`src/rtl/jk_cell_params.svh`:
```
// Reset values and idle levels for the JK storage elements.
`ifndef JK_CELL_PARAMS_SVH
`define JK_CELL_PARAMS_SVH

`define Q_RESET         1'b0
`define QB_RESET        1'b1
`define PINS_A_IDLE     4'h1
`define PINS_B_IDLE     5'h00
`define SYNC_STAGES     2

`endif

```
`src/rtl/jk_cell_pkg.sv`:
```
// Types for the JK storage elements: synchronised pin groups and the module state.
package jk_cell_pkg;

	typedef struct packed {
		logic tick;
		logic j;
		logic k;
		logic clr_n;
	} pins_a_t;

	typedef struct packed {
		logic tick;
		logic j;
		logic k;
		logic set;
		logic clr;
	} pins_b_t;

	typedef struct packed {
		pins_a_t a_s1;
		pins_a_t a_s2;
		logic    a_tick_d;
		logic    a_q;
		logic    a_qb;
		pins_b_t b_s1;
		pins_b_t b_s2;
		logic    b_tick_d;
		logic    b_q;
		logic    b_qb;
	} state_t;

endpackage

```
`src/rtl/jk_element_pair.sv`:
```
// Two JK storage elements: one with active-low clear, one with active-high set and clear.
//
// Contract
// Each element samples J and K and updates only on a rising edge of its timing input.
// A rising edge toggles on J and K, sets on J, clears on K, else holds; complement mirrors.
// A low clear forces the clear-only element low, complement high, ignoring clock, J and K.
// Set alone forces the set-and-clear element high and clear alone low, over any edge.
// With set and clear both low the set-and-clear element follows the same edge rules.
// Set and clear both high drive both outputs high; outside logic must not drop both at once.
// After the controls are released the forced value stays until the next rising edge.
`timescale 1ns/1ps
`include "jk_cell_params.svh"

module jk_element_pair (
	input  wire logic ref_clk,
	input  wire logic sys_rst,
	input  wire logic timing_edge_in,
	input  wire logic j_in,
	input  wire logic k_in,
	input  wire logic clear_low_in,
	output logic      q_out,
	output logic      complement_out,
	input  wire logic ps_timing_edge_in,
	input  wire logic ps_j_in,
	input  wire logic ps_k_in,
	input  wire logic ps_set_in,
	input  wire logic ps_clear_in,
	output logic      ps_q_out,
	output logic      ps_complement_out
);

	jk_cell_pkg::state_t  st_r;
	jk_cell_pkg::state_t  st_nxt;
	jk_cell_pkg::pins_a_t pins_a;
	jk_cell_pkg::pins_b_t pins_b;
	logic                 a_rise;
	logic                 b_rise;
	logic                 a_jk;
	logic                 b_jk;

	// Next true output for one rising edge, from the present output and J and K.
	function automatic logic jk_next(input logic q, input logic j, input logic k);
		logic r;
		unique case ({j, k})
			2'b11: r = ~q;
			2'b10: r = 1'b1;
			2'b01: r = 1'b0;
			2'b00: r = q;
		endcase
		return r;
	endfunction

	// Every pin comes from logic outside this clock domain, so each group passes two flops.
	assign pins_a = '{tick: timing_edge_in, j: j_in, k: k_in, clr_n: clear_low_in};
	assign pins_b = '{tick: ps_timing_edge_in, j: ps_j_in, k: ps_k_in,
	                  set: ps_set_in, clr: ps_clear_in};

	// Rising edges are seen only on the second synchroniser stage.
	// A timing pin that holds a level for less than one clock period can lose its edge.
	assign a_rise = st_r.a_s2.tick & ~st_r.a_tick_d;
	assign b_rise = st_r.b_s2.tick & ~st_r.b_tick_d;

	// Next JK value of each element, used only when a rising edge is seen.
	assign a_jk = jk_next(st_r.a_q, st_r.a_s2.j, st_r.a_s2.k);
	assign b_jk = jk_next(st_r.b_q, st_r.b_s2.j, st_r.b_s2.k);

	// The synchroniser stages shift on every clock; the elements then update by priority.
	always_comb begin
		st_nxt          = st_r;
		st_nxt.a_s1     = pins_a;
		st_nxt.a_s2     = st_r.a_s1;
		st_nxt.a_tick_d = st_r.a_s2.tick;
		st_nxt.b_s1     = pins_b;
		st_nxt.b_s2     = st_r.b_s1;
		st_nxt.b_tick_d = st_r.b_s2.tick;

		// Clear is looked at before the edge, so an edge that meets an active clear is lost.
		// Through the synchroniser the clear reaches the outputs on the third clock edge.
		if (!st_r.a_s2.clr_n) begin
			st_nxt.a_q  = 1'b0;
			st_nxt.a_qb = 1'b1;
		end else if (a_rise) begin
			st_nxt.a_q  = a_jk;
			st_nxt.a_qb = ~a_jk;
		end

		// Both controls high drive both outputs high; the next edge restores complement.
		// Dropping both at once leaves both high, which the outside logic must avoid.
		// Set and clear are checked before the edge, so an edge under either is lost.
		if (st_r.b_s2.set && st_r.b_s2.clr) begin
			st_nxt.b_q  = 1'b1;
			st_nxt.b_qb = 1'b1;
		end else if (st_r.b_s2.set) begin
			st_nxt.b_q  = 1'b1;
			st_nxt.b_qb = 1'b0;
		end else if (st_r.b_s2.clr) begin
			st_nxt.b_q  = 1'b0;
			st_nxt.b_qb = 1'b1;
		end else if (b_rise) begin
			st_nxt.b_q  = b_jk;
			st_nxt.b_qb = ~b_jk;
		end
	end

	// Reset loads constants only; the idle levels keep a false edge from following it.
	always_ff @(posedge ref_clk or posedge sys_rst) begin
		if (sys_rst) begin
			st_r.a_s1     <= `PINS_A_IDLE;
			st_r.a_s2     <= `PINS_A_IDLE;
			st_r.a_tick_d <= 1'b0;
			st_r.a_q      <= `Q_RESET;
			st_r.a_qb     <= `QB_RESET;
			st_r.b_s1     <= `PINS_B_IDLE;
			st_r.b_s2     <= `PINS_B_IDLE;
			st_r.b_tick_d <= 1'b0;
			st_r.b_q      <= `Q_RESET;
			st_r.b_qb     <= `QB_RESET;
		end else begin
			st_r <= st_nxt;
		end
	end

	// Outputs come straight from the state register.
	assign q_out             = st_r.a_q;
	assign complement_out    = st_r.a_qb;
	assign ps_q_out          = st_r.b_q;
	assign ps_complement_out = st_r.b_qb;

	// Checks on the outputs, all on the system clock and quiet during reset.
	chk_no_edge_hold: assert property (@(posedge ref_clk) disable iff (sys_rst)
		!a_rise && st_r.a_s2.clr_n |=> $stable(st_r.a_q) && $stable(st_r.a_qb))
		else $error("clear-only element changed without a rising edge");

	chk_jk_toggle_a: assert property (@(posedge ref_clk) disable iff (sys_rst)
		a_rise && st_r.a_s2.clr_n && st_r.a_s2.j && st_r.a_s2.k
		|=> st_r.a_q == !$past(st_r.a_q) && st_r.a_qb == !st_r.a_q)
		else $error("clear-only element did not toggle");

	chk_clear_low_force: assert property (@(posedge ref_clk) disable iff (sys_rst)
		$fell(clear_low_in) ##1 !clear_low_in ##1 !clear_low_in
		|=> !q_out && complement_out)
		else $error("low clear did not force outputs within three cycles");

	chk_set_clear_force: assert property (@(posedge ref_clk) disable iff (sys_rst)
		st_r.b_s2.set != st_r.b_s2.clr |=> ps_q_out == $past(st_r.b_s2.set)
		&& ps_complement_out == $past(st_r.b_s2.clr))
		else $error("set or clear did not force the outputs");

	chk_jk_ps_cycle: assert property (@(posedge ref_clk) disable iff (sys_rst)
		b_rise && !st_r.b_s2.set && !st_r.b_s2.clr && (st_r.b_s2.j != st_r.b_s2.k)
		|=> ps_q_out == $past(st_r.b_s2.j) && ps_complement_out == !ps_q_out)
		else $error("set-and-clear element missed a JK load");

	chk_both_high: assert property (@(posedge ref_clk) disable iff (sys_rst)
		st_r.b_s2.set && st_r.b_s2.clr |=> ps_q_out && ps_complement_out)
		else $error("both controls high did not drive both outputs high");

	chk_release_hold: assert property (@(posedge ref_clk) disable iff (sys_rst)
		$fell(st_r.b_s2.clr) && !st_r.b_s2.set && !b_rise
		|=> !ps_q_out && ps_complement_out)
		else $error("forced value lost before the next rising edge");

	// Further checks on both elements.
	chk_clear_hold_a: assert property (@(posedge ref_clk) disable iff (sys_rst)
		!st_r.a_s2.clr_n
		|=> !q_out && complement_out)
		else $error("clear-only element left the cleared state while clear was low");

	chk_jk_load_a: assert property (@(posedge ref_clk) disable iff (sys_rst)
		a_rise && st_r.a_s2.clr_n && (st_r.a_s2.j != st_r.a_s2.k)
		|=> q_out == $past(st_r.a_s2.j) && complement_out == !q_out)
		else $error("clear-only element missed a JK load");

	chk_jk_hold_a: assert property (@(posedge ref_clk) disable iff (sys_rst)
		a_rise && st_r.a_s2.clr_n && !st_r.a_s2.j && !st_r.a_s2.k
		|=> $stable(q_out) && $stable(complement_out))
		else $error("clear-only element changed on a hold edge");

	chk_mirror_a: assert property (@(posedge ref_clk) disable iff (sys_rst)
		q_out != complement_out)
		else $error("clear-only outputs are not complementary");

	chk_release_hold_a: assert property (@(posedge ref_clk) disable iff (sys_rst)
		$rose(st_r.a_s2.clr_n) && !a_rise
		|=> !q_out && complement_out)
		else $error("clear-only element lost its cleared value before an edge");

	chk_jk_toggle_b: assert property (@(posedge ref_clk) disable iff (sys_rst)
		b_rise && !st_r.b_s2.set && !st_r.b_s2.clr && st_r.b_s2.j && st_r.b_s2.k
		|=> ps_q_out == !$past(ps_q_out) && ps_complement_out == !ps_q_out)
		else $error("set-and-clear element did not toggle");

	chk_no_edge_hold_b: assert property (@(posedge ref_clk) disable iff (sys_rst)
		!b_rise && !st_r.b_s2.set && !st_r.b_s2.clr
		|=> $stable(ps_q_out) && $stable(ps_complement_out))
		else $error("set-and-clear element changed without a rising edge");

	chk_jk_hold_b: assert property (@(posedge ref_clk) disable iff (sys_rst)
		b_rise && !st_r.b_s2.set && !st_r.b_s2.clr && !st_r.b_s2.j && !st_r.b_s2.k
		|=> $stable(ps_q_out) && ps_complement_out == !ps_q_out)
		else $error("set-and-clear element changed on a hold edge");

	chk_set_release_hold: assert property (@(posedge ref_clk) disable iff (sys_rst)
		$fell(st_r.b_s2.set) && !$past(st_r.b_s2.clr) && !st_r.b_s2.clr && !b_rise
		|=> ps_q_out && !ps_complement_out)
		else $error("set value lost before the next rising edge");

	chk_clear_beats_edge: assert property (@(posedge ref_clk) disable iff (sys_rst)
		b_rise && st_r.b_s2.clr && !st_r.b_s2.set
		|=> !ps_q_out && ps_complement_out)
		else $error("an edge overrode the clear of the set-and-clear element");

	chk_never_both_low: assert property (@(posedge ref_clk) disable iff (sys_rst)
		ps_q_out || ps_complement_out)
		else $error("set-and-clear element drove both outputs low");

endmodule

```
`config.mk`:
```
export PLATFORM = sky130hd
export DESIGN_NAME = jk_element_pair
export DESIGN_NICKNAME = d
export VERILOG_FILES = /design/src/rtl/jk_cell_pkg.sv /design/src/rtl/jk_element_pair.sv
export VERILOG_INCLUDE_DIRS = /design/src /design/src/rtl
export SDC_FILE = /design/constraint.sdc
export NUM_CORES = 1
export LEC_CHECK = 0
export ABC_AREA = 1
export BUFFER_PORTS_ARGS = -buffer_cell sky130_fd_sc_hd__buf_4
export CAP_MARGIN = 30
export CORE_MARGIN = 2
export CORE_UTILIZATION = 54
export DETAILED_ROUTE_END_ITERATION = 6
export GPL_TIMING_DRIVEN = 0
export HOLD_SLACK_MARGIN = 0.05
export PLACE_DENSITY = 0.79
export SLEW_MARGIN = 10
export SYNTH_ARGS = -nofsm -noshare
export SYNTH_HDL_FRONTEND = slang
export SYNTH_SLANG_ARGS = --single-unit
```
`constraint.sdc`:
```
create_clock -name ref_clk -period 2.35 [get_ports ref_clk]
set_input_delay 0.47 -clock ref_clk [delete_from_list [all_inputs] [get_ports ref_clk]]
set_output_delay 0.47 -clock ref_clk [all_outputs]
set_load 0.005 [all_outputs]
```
==> metrics.md <==
| Metric | Value |
|---|---|
| Status | finished clean |
| CP Cell Sequence | buf_4 |
| CP Class | flop to output pin |
| Startpoint types | flop |
| PD cells | between 700 and 800 mW/mm² |
| Worst setup margin | 0.927 ns |
| Overflow after GRT | 0 |
| Clk pwr share | 0.255 |
| Synth cell count leaders | dfrtp_1, inv_1, nand2_1, dfstp_2 |
| Maximum VDD drop | approximately 0.48 mV |
| GR Util All Layers | 0.154 |
| Peak Freq | about 700 MHz |
| Worst hold-check path type | input port to flop |
| CTS tree | done |
| Post-synthesis cell area | 751 µm² |
| Setup tns final | 0 ns |
| Die height | ~41 µm |
| Initial core utilization | 0.577 |
| Clock Latency Late Sink | a little under 0.3 ns |
| Minimum clock period | 1.42 ns |
| # Post-CTS Setup Buffers | 0 |
| Critical Path AT | 0.95 ns |
| Setup WS pre-CTS | ~1.1 ns |
| Initial antenna violation count | 0 |
| Final Hold Viols | 0 |
| Root buf cell | clkbuf_4 |
| Sequential Power Share | 0.676 |
| # IOs | 15 |
| CTS Sinks | 24 |
| Post-synth EDFFs | 0 |
| Htree depth | 1 |
| MaxCap Viol Count | 0 |
| Worst-Margin Slew | between 0.8 and 0.9 ns |
| Net Sw Power | approximately 0.14 mW |
| CP endpoint kind | output pin |
| Final period utilization | 0.605 |
| First-pass GRT wire length | 1550 µm |
| Gpl congestion | 0.649 |
| Layout cell share with drive strength beyond 1 | 0.289 |
| Via count | around 410 |
| CP Max Fanout | 2 |
| Max-slew violation count | 0 |
| DR WL/cell | approximately 11 µm |
| Core area | 0.00130 mm² |
| ANT nets after route | 0 |
| Average footprint of a synthesized cell | 12.9 µm² |
| Detailed Route WL | 963 µm |
| DRC Markers | 0 |
| Area Overhead vs Synth | 20.0% |
| Fraction of registers with async set/reset | 1.00 |
| Syn. warnings | 0 |
| Clock buffer count from CTS | 3 |
| Synth Net Count | 69 |
| Gates resized, CTS repair | 0 |
| Sw Ratio | 0.206 |
| Synth cell types | 10 |
| Post-DP HPWL | 716 µm |
| Initial DRC Count | 3 |
| Critical Path RT | 1.88 ns |
| Clock buffer depth | 2 |
| Int Pwr | roughly 0.53 mW |
| Dominant cell type by area after synthesis | dfrtp_1 |
| DR pass1 iterations | 2 |
| Main synth FF type | dfrtp_1 |
| Comb power frac | 0.069 |
| Vias in the first global route | around 380 |
| Inst Count DP | 87 |
| DR vias/cell | approximately 4.5 |
| Crit-path leading delay family | flip-flops |
| Buf+Inv Stages, Crit Path | 1 |
| Die W | 41.3 µm |
| Clk_skew | 0.00218 ns |
| Post-route insts no fill | between 90 and 100 |
| Post-Synthesis Cells | 58 |
| Diode count | 0 |
| Sequential element share of the synthesized area | 0.807 |
| Pin count of the biggest net entering global routing | 25 |
| P_leak | around 0.46 nW |
| CTS clk-pin slew, worst paths | roughly 0.11 ns |
| CP max stage cell | dfstp_2 |
| Die Footprint | approximately 0.0017 mm² |
| Share of the synthesized area in the top cell type | 0.667 |
| Relative slew slack | 0.442 |
| RSZ-0062 raised after global routing | no |
| Synth area leaders | dfrtp_1, dfstp_2, inv_1 |
| Most common cell in the netlist | dfrtp_1 |
| Port Buf Inserts | 14 |
| # rows | 13 |
| # nets final | 88 |
| FF+latch count, synth | 24 |
| Setup Viol. Count Final | 0 |
| # hold bufs at CTS | 0 |
| Max incr delay on CP | 0.56 ns |
## layer usage
metal / global-route usage / up-vias / wire, µm
li1: - / 211 / -
met1: 0.179 / 191 / 398
met2: 0.246 / 8 / 513
met3: 0.0489 / 2 / 34
met4: 0.0968 / 0 / 17
met5: 0 / - / 0
## power groups by stage
| stage | Clock (mW) | Sequential, mW | Combinational [mW] |
|---|---|---|---|
| 6_report | 0.169 | 0.450 | 0.0457 |
| 5_1_grt | 0.202 | 0.453 | 0.0533 |
| 4_1_cts | 0.176 | 0.450 | 0.0467 |
| 3_5_place_dp | 0 | 0.458 | 0.0467 |
| 3_3_place_gp | 0 | 0.456 | 0.0443 |
| 2_1_floorplan | 0 | 0.455 | 0.0213 |
## flip-flops by register name (all words and copies together), names as in the netlist
register and count:
st_r 9, st_nxt 11, ps_complement_out 1, q_out 1, ps_q_out 1, complement_out 1
## worst paths after layout
| check | from | endpoint | slack [ns] | cells past startpoint |
|---|---|---|---|---|
| min in group asynchronous | sys_rst | st_nxt[6] | 0.34 | 2 |
| worst min-delay path | clear_low_in | st_nxt[16] | 0.27 | 1 |
| max in group asynchronous | sys_rst | st_r[17] | 1.50 | 2 |
| worst max register to register | st_r[16] | q_out | 1.42 | 4 |
| worst min register to register | st_nxt[4] | st_r[4] | 0.36 | 0 |
| worst max-delay path | ps_complement_out | ps_complement_out | 0.93 | 1 |
## kinds of logic after synthesis
logic type	Yosys count	synth area share
buffers and inverters	11	0.0550
DFF	24	0.807
AOI/OAI and AO/OA	3	0.0233
and+or+nand+nor	20	0.115
## cell usage in the layout (no fill, tap or decap)
| cell type | instances |
|---|---|
| dfrtp_1 | 20 |
| nand3_1 | 3 |
| nand2_1 | 11 |
| inv_1 | 11 |
| clkbuf_1 | 1 |
| clkbuf_4 | 3 |
| nor2_1 | 3 |
| o211ai_1 | 1 |
| buf_4 | 14 |
| o21ai_1 | 2 |
| nor2_2 | 1 |
| dfstp_2 | 4 |
| nand4_1 | 2 |
## area by class of cell
cell class / count / area, µm²
Clock buffer: 4 / 26.3
Fill cell: 98 / 400
Inverter: 11 / 41.3
Multi-Input combinational cell: 23 / 104
Sequential cell: 24 / 606
Tap cell: 15 / 18.8
Timing Repair Buffer: 14 / 105
## per-stage QoR
step	power, mW	util	hold slack, ns	area [µm²]
6_report	0.664	0.692	0.272	901
5_1_grt	0.708	0.692	0.236	901
4_1_cts	0.673	0.692	0.263	901
3_5_place_dp	0.505	0.672	0.335	875
3_3_place_gp	0.500	0.672	0.332	875
2_1_floorplan	0.476	-	0.331	751
Power figures use the tool's default switching activity.
